`config.mk`:
```
export PLATFORM = sky130hd
export DESIGN_NAME = acisrf_top
export DESIGN_NICKNAME = d
export VERILOG_FILES = /design/src/acisrf_decode.v /design/src/acisrf_result.v /design/src/acisrf_top.v
export VERILOG_INCLUDE_DIRS = /design/src
export SDC_FILE = /design/constraint.sdc
export NUM_CORES = 1
export LEC_CHECK = 0
export BUFFER_PORTS_ARGS = -buffer_cell sky130_fd_sc_hd__buf_2
export CELL_PAD_IN_SITES_DETAIL_PLACEMENT = 0
export CELL_PAD_IN_SITES_GLOBAL_PLACEMENT = 1
export CORE_MARGIN = 5
export CORE_UTILIZATION = 38
export DETAILED_ROUTE_END_ITERATION = 10
export GPL_TIMING_DRIVEN = 0
export PLACE_DENSITY = 0.87
export SLEW_MARGIN = 20
export SYNTH_ARGS = -nofsm -noshare
export SYNTH_HDL_FRONTEND = slang
export SYNTH_HIERARCHICAL = 1
export SYNTH_SLANG_ARGS = --single-unit
```
`constraint.sdc`:
```
create_clock -name CLK -period 2.3 [get_ports CLK]
set_clock_uncertainty 0.2 [all_clocks]
set_input_delay 0.46 -clock CLK [delete_from_list [all_inputs] [get_ports CLK]]
set_output_delay 0.46 -clock CLK [all_outputs]
set_load 0.05 [all_outputs]
```
`src/acisrf_defs.vh`:
```
// Constants of the converter input select and result format block.
// Assumes inclusion by every design file of the block, by bare name.
`ifndef ACISRF_DEFS_VH
`define ACISRF_DEFS_VH

// Register offsets on the plain register port
`define ACISRF_ADDR_SELECT    3'h0
`define ACISRF_ADDR_RES_LOW   3'h1
`define ACISRF_ADDR_RES_HIGH  3'h2
`define ACISRF_ADDR_IRQ_STAT  3'h3
`define ACISRF_ADDR_IRQ_MASK  3'h4

// Field positions of the selection register
`define ACISRF_REF_HI         7
`define ACISRF_REF_LO         6
`define ACISRF_LADJ_BIT       5
`define ACISRF_MUX_HI         4
`define ACISRF_MUX_LO         0

// Reset values
`define ACISRF_SELECT_RESET   8'h00
`define ACISRF_IRQ_RESET      3'h0

// Reference select codes
`define ACISRF_REF_EXTERNAL   2'h0
`define ACISRF_REF_SUPPLY     2'h1
`define ACISRF_REF_RESERVED   2'h2
`define ACISRF_REF_INTERNAL   2'h3

// Gain codes driven to the analog front end
`define ACISRF_GAIN_1X        2'h0
`define ACISRF_GAIN_10X       2'h1
`define ACISRF_GAIN_200X      2'h2

// Special input codes
`define ACISRF_MUX_BANDGAP    5'h1e
`define ACISRF_MUX_GROUND     5'h1f

// Interrupt status and mask bit positions
`define ACISRF_IRQ_DONE       0
`define ACISRF_IRQ_LOST       1
`define ACISRF_IRQ_SWITCH     2

`endif

```
`src/acisrf_decode.v`:
```
// Decoder from the 5-bit input and gain code to front end controls.
// Assumes a purely combinational use; the caller registers the outputs.
`timescale 1ns/10ps
`include "acisrf_defs.vh"

module acisrf_decode (
    input  wire [4:0] code,
    output reg  [2:0] pos_sel,
    output reg  [2:0] neg_sel,
    output reg        diff,
    output reg  [1:0] gain,
    output reg        bandgap,
    output reg        ground
);

    // Map each code group onto pins, gain and mode
    always @* begin
        pos_sel = code[2:0];
        neg_sel = 3'h0;
        diff    = 1'b0;
        gain    = `ACISRF_GAIN_1X;
        bandgap = 1'b0;
        ground  = 1'b0;
        case (code[4:3])
            2'h0: begin
                diff = 1'b0;
            end
            2'h1: begin
                // Pair 1-0 or 3-2; even codes pair a pin with itself
                diff    = 1'b1;
                neg_sel = {1'b0, code[2], 1'b0};
                pos_sel = {1'b0, code[2], code[0]};
                gain    = code[1] ? `ACISRF_GAIN_200X : `ACISRF_GAIN_10X;
            end
            2'h2: begin
                diff    = 1'b1;
                neg_sel = 3'h1;
            end
            2'h3: begin
                if (code == `ACISRF_MUX_BANDGAP) begin
                    bandgap = 1'b1;
                end else if (code == `ACISRF_MUX_GROUND) begin
                    ground = 1'b1;
                end else begin
                    diff    = 1'b1;
                    neg_sel = 3'h2;
                end
            end
            default: begin
                diff = 1'b0;
            end
        endcase
    end

endmodule // acisrf_decode

```
`src/acisrf_result.v`:
```
// Result pair store with low-then-high read lock and alignment.
// Assumes one-cycle read pulses for the low and high result bytes.
`timescale 1ns/10ps
`include "acisrf_defs.vh"

module acisrf_result (
    input  wire       clk,
    input  wire       reset_n,
    input  wire       load,
    input  wire [9:0] code,
    input  wire       left_adjust,
    input  wire       rd_low,
    input  wire       rd_high,
    output wire [7:0] low_byte,
    output wire [7:0] high_byte,
    output wire       accepted
);

    reg  [9:0]  value;
    reg         locked;
    wire [15:0] shown;

    // Place the 10-bit result in the 16-bit pair
    function [15:0] align;
        input [9:0] v;
        input       ladj;
        begin
            if (ladj)
                align = {v, 6'h00};
            else
                align = {6'h00, v};
        end
    endfunction

    // A load is refused while the pair is half read
    assign accepted = load & ~locked & ~rd_low;

    // Hold the value and the half-read lock
    always @(posedge clk) begin
        if (!reset_n) begin
            value  <= 10'h000;
            locked <= 1'b0;
        end else begin
            if (accepted)
                value <= code;
            if (rd_low)
                locked <= 1'b1;
            else if (rd_high)
                locked <= 1'b0;
        end
    end

    // Alignment follows the live bit, not the conversion
    assign shown     = align(value, left_adjust);
    assign low_byte  = shown[7:0];
    assign high_byte = shown[15:8];

endmodule // acisrf_result

```
`src/acisrf_top.v`:
```
// Top of the converter input select and result format block.
// Holds the selection register, the applied front end selection,
// result coding, the result byte pair and the completion interrupt.
// Assumes a converter core that raises CONV_BUSY over a conversion
// and pulses CONV_DONE for one cycle with the raw code on CONV_CODE.
// Assumes software reads the result pair low byte first.
//
// Decided for this implementation: the register addresses and strobed register access.
`timescale 1ns/10ps
`include "acisrf_defs.vh"

// Functional notes
// - Single-ended result is unsigned 0x000 to 0x3ff
// - Differential result is ten-bit two's complement
// - Top result bit is the differential sign
// - Eight-bit selection register, read/write, resets zero
// - Reference and input changes wait for conversion end
// - Reference code selects external, supply or internal
// - Left-adjust bit chooses left or right alignment
// - Alignment change shows at once on result
// - Codes 0-7 single inputs; bandgap; ground
// - Gain pairs 1-0 and 3-2 at 10x, 200x
// - Unity-gain pairs against input 1 or 2
// - Done flag sets when result pair updated
// - Low read blocks updates until high read
// - Left adjust uses bits 15:6, else 9:0
module acisrf_top (
    input  wire       CLK,
    input  wire       RESET_N,
    input  wire [2:0] ADDR,
    input  wire [7:0] WR_DATA,
    input  wire       WR_EN,
    input  wire       RD_EN,
    output reg  [7:0] RD_DATA,
    input  wire       CONV_BUSY,
    input  wire       CONV_DONE,
    input  wire [9:0] CONV_CODE,
    output reg  [1:0] REF_SEL,
    output reg        INTREF_ON,
    output reg  [2:0] POS_SEL,
    output reg  [2:0] NEG_SEL,
    output reg        DIFF_MODE,
    output reg  [1:0] GAIN_SEL,
    output reg        BANDGAP_SEL,
    output reg        GROUND_SEL,
    output reg        DONE_FLAG,
    output reg        IRQ
);

    // Software-visible selection register
    reg  [7:0] adc_input_select;

    // Interrupt status and mask
    reg  [2:0] irq_status;
    reg  [2:0] irq_mask;
    wire [2:0] next_irq_status;
    wire [2:0] irq_event;
    wire [2:0] irq_clear;
    wire [2:0] irq_enable;

    // Selection that the last stored conversion ran with
    reg  [12:0] last_sel;
    wire [12:0] applied_sel;

    // Register access decode
    wire       wr_select;
    wire       wr_status;
    wire       wr_mask;
    wire       rd_low;
    wire       rd_high;
    reg  [7:0] read_word;

    // Fields of the selection register
    wire [1:0] reference_select;
    wire       left_adjust_result;
    wire [4:0] input_gain_select;

    // Decoded front end controls from the written code
    wire [2:0] dec_pos;
    wire [2:0] dec_neg;
    wire       dec_diff;
    wire [1:0] dec_gain;
    wire       dec_bandgap;
    wire       dec_ground;

    // Coded result and the result store
    wire [9:0] coded;
    wire       result_sign_bit;
    wire [7:0] result_low_byte;
    wire [7:0] result_high_byte;
    wire       accepted;
    wire       lost;
    wire       switched;
    wire       apply;

    // Matching of an access against one register offset
    function hit;
        input [2:0] addr;
        input [2:0] offset;
        input       strobe;
        begin
            hit = strobe & (addr == offset);
        end
    endfunction

    // Strobe decode shared by write and read paths
    assign wr_select = hit(ADDR, `ACISRF_ADDR_SELECT, WR_EN);
    assign wr_status = hit(ADDR, `ACISRF_ADDR_IRQ_STAT, WR_EN);
    assign wr_mask   = hit(ADDR, `ACISRF_ADDR_IRQ_MASK, WR_EN);
    assign rd_low    = hit(ADDR, `ACISRF_ADDR_RES_LOW, RD_EN);
    assign rd_high   = hit(ADDR, `ACISRF_ADDR_RES_HIGH, RD_EN);

    // Field split of the selection register
    assign reference_select =
        adc_input_select[`ACISRF_REF_HI:`ACISRF_REF_LO];
    assign left_adjust_result = adc_input_select[`ACISRF_LADJ_BIT];
    assign input_gain_select =
        adc_input_select[`ACISRF_MUX_HI:`ACISRF_MUX_LO];

    // Selection register: all eight bits read/write
    always @(posedge CLK) begin
        if (!RESET_N) begin
            adc_input_select <= `ACISRF_SELECT_RESET;
        end else if (wr_select) begin
            // Reference and input fields are stored at once; they reach the front end
            // only while the converter is idle; the adjust bit acts on the result at once
            adc_input_select[`ACISRF_REF_HI:`ACISRF_REF_LO] <=
                WR_DATA[`ACISRF_REF_HI:`ACISRF_REF_LO];
            adc_input_select[`ACISRF_LADJ_BIT] <=
                WR_DATA[`ACISRF_LADJ_BIT];
            adc_input_select[`ACISRF_MUX_HI:`ACISRF_MUX_LO] <=
                WR_DATA[`ACISRF_MUX_HI:`ACISRF_MUX_LO];
        end
    end

    // Decode the input and gain code of the register
    acisrf_decode u_decode (
        .code    (input_gain_select),
        .pos_sel (dec_pos),
        .neg_sel (dec_neg),
        .diff    (dec_diff),
        .gain    (dec_gain),
        .bandgap (dec_bandgap),
        .ground  (dec_ground)
    );

    // New selection reaches the front end only between conversions
    assign apply = ~CONV_BUSY;

    // Applied reference choice, frozen while converting
    always @(posedge CLK) begin
        if (!RESET_N) begin
            REF_SEL   <= `ACISRF_REF_EXTERNAL;
            INTREF_ON <= 1'b0;
        end else if (apply) begin
            // Reserved reference code is passed on as written
            REF_SEL   <= reference_select;
            // Internal reference runs only for its own code
            INTREF_ON <= (reference_select ==
                          `ACISRF_REF_INTERNAL);
        end
    end

    // Applied input pins and gain, frozen while converting
    always @(posedge CLK) begin
        if (!RESET_N) begin
            POS_SEL     <= 3'h0;
            NEG_SEL     <= 3'h0;
            DIFF_MODE   <= 1'b0;
            GAIN_SEL    <= `ACISRF_GAIN_1X;
            BANDGAP_SEL <= 1'b0;
            GROUND_SEL  <= 1'b0;
        end else if (apply) begin
            // Pins, mode and gain switch together, never half applied
            POS_SEL     <= dec_pos;
            NEG_SEL     <= dec_neg;
            DIFF_MODE   <= dec_diff;
            GAIN_SEL    <= dec_gain;
            BANDGAP_SEL <= dec_bandgap;
            GROUND_SEL  <= dec_ground;
        end
    end

    // Packed view of every applied front end control but INTREF_ON, which follows REF_SEL, so that any
    // change of reference, pins, mode or gain marks the next result
    assign applied_sel = {REF_SEL, POS_SEL, NEG_SEL, DIFF_MODE,
                          GAIN_SEL, BANDGAP_SEL, GROUND_SEL};

    // Result coding: differential raw code is offset binary
    // with 0x200 at zero difference; flipping the top bit gives
    // two's complement, so the top bit alone carries the sign.
    // Single-ended codes pass unchanged as unsigned values.
    assign result_sign_bit = DIFF_MODE ? ~CONV_CODE[9] :
                             CONV_CODE[9];
    assign coded = {result_sign_bit, CONV_CODE[8:0]};

    // Result pair with half-read lock and live alignment
    acisrf_result u_result (
        .clk         (CLK),
        .reset_n     (RESET_N),
        .load        (CONV_DONE),
        .code        (coded),
        .left_adjust (left_adjust_result),
        .rd_low      (rd_low),
        .rd_high     (rd_high),
        .low_byte    (result_low_byte),
        .high_byte   (result_high_byte),
        .accepted    (accepted)
    );

    // A finished conversion refused by the lock is lost; the pair
    // keeps the bytes of one conversion, so the low and high reads
    // never mix an old and a new result
    assign lost = CONV_DONE & ~accepted;

    // Conversion after a change of selection may be inaccurate
    assign switched = accepted & (applied_sel != last_sel);

    // Remember the selection of the last stored conversion
    always @(posedge CLK) begin
        if (!RESET_N) begin
            last_sel <= 13'h0000;
        end else if (accepted) begin
            last_sel <= applied_sel;
        end
    end

    // Events that set the sticky status bits
    assign irq_event[`ACISRF_IRQ_DONE]   = accepted;
    assign irq_event[`ACISRF_IRQ_LOST]   = lost;
    assign irq_event[`ACISRF_IRQ_SWITCH] = switched;

    // Write-one clear pattern of the status register
    assign irq_clear = wr_status ? WR_DATA[2:0] : 3'h0;

    // Sticky status bits: set wins over a write-one clear, so an
    // event in the clearing cycle is never missed
    genvar g;
    generate
        for (g = 0; g < 3; g = g + 1) begin : g_status
            assign next_irq_status[g] = irq_event[g] |
                                        (irq_status[g] & ~irq_clear[g]);
        end
    endgenerate

    // Status register
    always @(posedge CLK) begin
        if (!RESET_N) begin
            irq_status <= `ACISRF_IRQ_RESET;
        end else begin
            irq_status <= next_irq_status;
        end
    end

    // Mask register, same layout as the status
    always @(posedge CLK) begin
        if (!RESET_N) begin
            irq_mask <= `ACISRF_IRQ_RESET;
        end else if (wr_mask) begin
            irq_mask <= WR_DATA[2:0];
        end
    end

    // Mask that holds after this edge, so a mask write acts at once
    assign irq_enable = wr_mask ? WR_DATA[2:0] : irq_mask;

    // Done flag follows the next status, so it rises with the store
    always @(posedge CLK) begin
        if (!RESET_N) begin
            DONE_FLAG <= 1'b0;
        end else begin
            DONE_FLAG <= next_irq_status[`ACISRF_IRQ_DONE];
        end
    end

    // Level interrupt while an unmasked status bit is set
    always @(posedge CLK) begin
        if (!RESET_N) begin
            IRQ <= 1'b0;
        end else begin
            IRQ <= |(next_irq_status & irq_enable);
        end
    end

    // Read multiplexer over the register offsets
    always @* begin
        case (ADDR)
            `ACISRF_ADDR_SELECT:   read_word = adc_input_select;
            // Software waits for the done flag before reading
            `ACISRF_ADDR_RES_LOW:  read_word = result_low_byte;
            `ACISRF_ADDR_RES_HIGH: read_word = result_high_byte;
            `ACISRF_ADDR_IRQ_STAT: read_word = {5'h00, irq_status};
            `ACISRF_ADDR_IRQ_MASK: read_word = {5'h00, irq_mask};
            default:               read_word = 8'h00;
        endcase
    end

    // Read data stand in the cycle after the read strobe only
    always @(posedge CLK) begin
        if (!RESET_N) begin
            RD_DATA <= 8'h00;
        end else if (RD_EN) begin
            RD_DATA <= read_word;
        end else begin
            RD_DATA <= 8'h00;
        end
    end

endmodule // acisrf_top

```
Word-level counts from Yosys, hierarchy flattened
Cells that the tools add are included.
{ "classes": {"eq_ne": 11, "mux": 21, "n_bitwise": 23, "reduce_logical": 6} }
{ "op_table": {"columns": ["operator", "n"], "rows": [
  ["one-hot mux 8 bit (5 select lines)", 1],
  ["2-to-1 mux 16 bit", 1],
  ["inequality test 13 bit", 1],
  ["AND 1 bit", 12],
  ["2-to-1 mux 3 bit", 4],
  ["== test 5 bit, second input constant", 2],
  ["2-to-1 mux 1 bit", 10],
  ["one-hot mux 3 bit (3 select lines)", 1],
  ["NOT 1 bit", 7],
  ["== test 2 bit, second input constant", 3],
  ["== test 3 x 2 -> 1 bit, second input constant", 2],
  ["2-to-1 mux 2 bit", 3],
  ["AND 3 bit", 1],
  ["== test 3 x 1 -> 1 bit, second input constant", 1],
  ["== test 3 bit, second input constant", 1],
  ["zero test 3 bit", 1],
  ["bitwise OR 1 bit", 3],
  ["one-hot mux 1 bit (3 select lines)", 1],
  ["OR reduction 3 bit", 1],
  ["== test 2 x 1 -> 1 bit, second input constant", 1],
  ["zero test 2 bit", 1],
  ["AND reduction 2 bit", 1],
  ["nonzero test 2 bit", 1],
  ["OR reduction 2 bit", 1]
]} }
{ "totals": {"ff_bits": 62, "input_bits": 27, "output_inout_bits": 24, "word_cells": 78} }

Depth between registers and ports, before layout
{ "logic_depth": {"word_depth": 9, "depth_mapped": 10, "depth_no_buf": 6} }

By module
Netlist, hierarchy kept.
{ "by_module_without_submodules": {"columns": ["mod", "instances", "cells_per_inst", "area_each_um2", "seq_area_each_um2"], "rows": [
  ["acisrf_top", 1, 234, 2200.9, 1001.0],
  ["acisrf_result", 1, 65, 579.3, 220.2],
  ["acisrf_decode", 1, 24, 178.9, 0.0]
]} }

Worst setup path after synthesis
Ideal clock, no wire load.
{ "synth_timing": {"path_type": "input to register", "from": "in ADDR[1]", "to": "reg IRQ", "setup_ns": 0.135, "arrival_time_ns": 2.209, "required_ns": 1.965, "path_slack_ns": -0.244, "path_stages": 10, "path_buffers": 4, "path_cell_list": "buf_2 -> buf_2 -> nor4bb_1 -> nor3b_4 -> buf_6 -> buf_2 -> o21ai_0 -> a31oi_1 -> a22oi_2 -> o311ai_1"} }
{ "synth_between": {"elab_chain_len": 9, "elab_cells_between_ends": 24, "classes_between": "eq/ne: 3; mux: 2; bitwise: 18; reduce/logical: 1"} }
{ "synth_rtl": {"columns": ["item", "line_no", "source"], "rows": [
  ["from (decl)", "acisrf_top.v:30", "input wire [2:0] ADDR,"],
  ["== test 3 x 1 -> 1 bit (*)", "acisrf_top.v:102", "hit = strobe & (addr == offset);"],
  ["AND 1 bit (*)", "acisrf_top.v:102", null],
  ["via rd_low", "acisrf_top.v:69", "wire rd_low;"],
  ["NOT 1 bit (*)", "acisrf_result.v:36", "assign accepted = load & ~locked & ~rd_low;"],
  ["AND 1 bit (*)", "acisrf_result.v:36", null],
  ["via accepted", "acisrf_top.v:91", "wire accepted;"],
  ["NOT 1 bit", "acisrf_top.v:214", "assign lost = CONV_DONE & ~accepted;"],
  ["AND 1 bit", "acisrf_top.v:214", null],
  ["bitwise OR 1 bit", "acisrf_top.v:241", "assign next_irq_status[g] = irq_event[g] |"],
  ["AND 3 bit (*)", "acisrf_top.v:281", "IRQ <= |(next_irq_status & irq_enable);"],
  ["OR reduction 3 bit (*)", "acisrf_top.v:281", null],
  ["to (signal assigned)", "acisrf_top.v:281", null],
  ["to (decl)", "acisrf_top.v:47", "output reg IRQ"]
]} }
Mark *: on every way through the listed nets, which the timed path passes. The rest lies on a longest branch.
A chain may end at the register's enable or synchronous reset.

Worst setup path after layout
{ "layout_timing": {"from": "in ADDR[2]", "to": "reg last_sel[2]"} }
{ "layout_between": {"elab_chain_len": 4} }
{ "layout_rtl": {"columns": ["item", "line_no", "source"], "rows": [
  ["== test 3 x 1 -> 1 bit", "acisrf_top.v:102", null],
  ["AND 1 bit", "acisrf_top.v:102", null],
  ["via rd_low", "acisrf_top.v:69", null],
  ["NOT 1 bit", "acisrf_result.v:36", null],
  ["AND 1 bit", "acisrf_result.v:36", null],
  ["via accepted", "acisrf_top.v:91", null],
  ["to (signal assigned)", "acisrf_top.v:224", "last_sel <= applied_sel;"],
  ["to (decl)", "acisrf_top.v:62", "reg [12:0] last_sel;"]
]} }
The timed path passes the listed nets, and every way through them passes these cells.

==> results.md <==
* Status: complete, no violations
* Layout net count at 414
* Largest family of logic cells by synthesized area: simple AND/OR/NAND/NOR gates
* Yosys reg bits at 61
* Final HPWL DP at 5130 um
* Synth Area in Compound Gates at 7.61%
* Adder-Cell Fraction of Synth Area at 2.11%
* Dpl ws at -0.336 ns
* Relative slew slack at 66.2%
* Post-synth cell types at 44
* Final core utilization at 46.4%
* IO Port Bufs at 48
* DR pass1 iterations at 4
* TritonCTS clock tree: built
* Worst Path Max Fanout at 10
* Die Span Y at 98.2 um
* Top Ports at 51
* Num rows at 32
* Ys async rst share at 0%
* Fillers at 740
* Total global routing overflow at 0
* CP max stage delay at 0.27 ns
* Final slew viol count at 0
* Global-route wire length before repair at 11200 um
* Non-filler instance count after layout at 489
* Hold Crit Class: input port to flop
* Final setup fails at 0
* Sequential fraction of the synthesis area at 41.3%
* Pleak at 0.00158 uW
* Largest net degree at the start of global routing at 12
* # hold bufs at CTS at 0
* Setup ws final at 0.162 ns
* Mux share of post-synthesis cell area at 17.3%
* Yosys Warn Count at 6
* Final Hold Viols at 0
* Startpoint Class: input port
* CTS clk-pin slew, worst paths at 0.07 ns
* Initial antenna violation count at 0
* Layout cells sized above 1 at 23.0%
* Placed insts at 473
* Syn_nets at 355
* EDFF count, synth at 0
* CTS Sinks at 61
* Final GP Congestion at 0.827
* Hold slack at 0.159 ns
* Clock Tree Buf Depth at 2
* Setup crit end kind: flop
* CTS H-tree depth at 3
* # diodes at 0
* Area occupied by registers at 0.00122 mm2
* CTS root buffer: clkbuf_8
* Post-Synth Simple-Gate Area at 22.4%
* Maximum VDD drop at 0.000259 V
* XOR/XNOR Fraction of Synth Area at 4.14%
* Core Box Area at 0.00765 mm2
* DIE WIDTH at 98.2 um
* DRT iter0 DRCs at 79
* Layout area overhead at 19.9%
* Crit-path cells: buf_2 > buf_2 > nor4bb_4 > nor3b_4 > buf_6 > buf_4 > clkbuf_4 > mux2i_1 > nor2_1
* Post-Syn Area per Cell at 9.16 um2
* Via-to-Cell Ratio at 4.90
* Syn Std Cell Area at 0.00296 mm2
* Peak Freq at 0.468 GHz
* Via count at 2395
* PD cells at 642 mW/mm2
* RSZ-0062 raised after global routing: no
* Starting Density at 38.7%
* Post-route ant nets at 0
* Worst-Skew Late Latency at 0.34 ns
* WL/cell at 13.9 um
* Area of the multi-input gates at 0.00160 mm2
* Primary FF master, synth: dfxtp_1
* Critical Path RT at 2.32 ns
* Die Footprint at 0.00965 mm2
* Slowest CP cell: clkbuf_4
* Overall routing resource usage at 14.5%
* DRC at 0
* Slew @ Worst Pin at 0.500 ns
* Power, Total at 2280 uW
* Fin crit share at 92.9%
* Most frequent cell on the critical path: buf_2
* Total Wirelength at 6790 um
* Worst Path Arrival at 2.15 ns
* CTS Buf Count at 9
* Post-route minimum period at 2.14 ns
* Vias in the first global route at 2340
* Worst setup path class: input port to flop
* Max_cap viols at 0
* Cells after Synth at 323
[synth_stat cells (all sizes together) (2+ instances only)]
| library cell | number | area [um2] |
|---|---|---|
| dfxtp | 61 | 1220 |
| mux2i | 43 | 430 |
| nand2 | 42 | 158 |
| nor2 | 40 | 150 |
| a21oi | 16 | 80.1 |
| buf | 16 | 104 |
| xnor2 | 13 | 114 |
| and2 | 11 | 70.1 |
| nor2b | 11 | 68.8 |
| inv | 8 | 30.0 |
| mux2 | 7 | 82.6 |
| a22oi | 6 | 50.1 |
| ha | 5 | 62.6 |
| clkbuf | 4 | 15.0 |
| nand2b | 4 | 25.0 |
| o22ai | 4 | 25.0 |
| nand3b | 3 | 22.5 |
| o21a | 3 | 22.5 |
| o21ai | 3 | 15.0 |
| and2b | 2 | 16.3 |
| and3 | 2 | 12.5 |
| and3b | 2 | 17.5 |
| nand3 | 2 | 10.0 |
| nand4 | 2 | 12.5 |
[power breakdown]
part	internal [uW]	total, uW	switching [uW]
Clock	527	929	403
Sequential	1080	1100	21.2
Combinational	105	244	139
Total	1710	2280	563
[sequential cells by signal, summed over array words and instances, names as in the netlist]
name	count
u_result/locked	1
last_sel	13
BANDGAP_SEL	1
GAIN_SEL	2
NEG_SEL	3
RD_DATA	8
POS_SEL	3
IRQ	1
GROUND_SEL	1
irq_status	3
u_result/value	10
REF_SEL	2
INTREF_ON	1
adc_input_select	8
irq_mask	3
DIFF_MODE	1
[routing by layer]
metal  share of wire, %  global-route usage (%)  vias up
met5                  0                       0        -
met3                5.8                    4.93        7
met4                1.6                    5.04        0
met1                 48                    18.8     1121
li1                   -                       -     1208
met2                 45                    22.4       59
[final cells by class]
| cell class | instances | area share (%) |
|---|---|---|
| clock buffers | 12 | 4.09 |
| well taps | 102 | 3.60 |
| multi-input cells | 234 | 45.2 |
| flip-flops and latches | 61 | 34.4 |
| plain buffers | 19 | 3.53 |
| clock inverters | 4 | 1.34 |
| repair buffers | 49 | 6.98 |
| inverters | 8 | 0.846 |
[cell families after synthesis]
family,count (synthesis)
simple gates,128
flops,61
compound gates,36
xor+xnor,14
mux,50
fa+ha+maj,5
other cells,1
buf+inv,28
[final timing paths]
| path | start | endpoint | slack (ns) | cells past startpoint |
|---|---|---|---|---|
| min | CONV_CODE[8] | u_result/value[8]$_SDFFE_PN0P_ | 0.16 | 3 |
| max | ADDR[2] | last_sel[2]$_SDFFE_PN0P_ | 0.16 | 9 |
| max reg2reg | adc_input_select[5]$_SDFFE_PN0P_ | RD_DATA[1]$_SDFF_PN0_ | 0.41 | 6 |
| min reg2reg | u_result/value[7]$_SDFFE_PN0P_ | u_result/value[7]$_SDFFE_PN0P_ | 0.27 | 2 |
[what timing repair did]
action / CTS / global route
setup buffers: 0 / 1
gates resized for setup: 0 / 1
endpoints found under the setup margin: 0 / 11
[stage by stage]
| stage | setup TNS, ns | area, um2 |
|---|---|---|
| after floorplan | 0 | 2980 |
| after global placement | -2.96 | 3350 |
| after detailed placement | -3.46 | 3350 |
| after CTS | 0 | 3540 |
| after global routing | 0 | 3550 |
| final | 0 | 3550 |
[cell usage in the layout, fill, tap and decap left out, types with 8 or more instances in the layout]
cell type and n:
a21oi_1 16, clkbuf_8 10, nor2_1 40, inv_1 8, mux2i_1 43, nand2_1 42, dfxtp_1 61, nor2b_1 11
and2_1 10, buf_2 55, xnor2_1 13
[critical path, delay by kind of cell]
kind / cells / cell delay, ns
muxes: 1 / 0.24
and+or+nand+nor: 3 / 0.37
buffers and inverters: 5 / 1.07
Note: power is estimated with default switching activity, not from simulation.
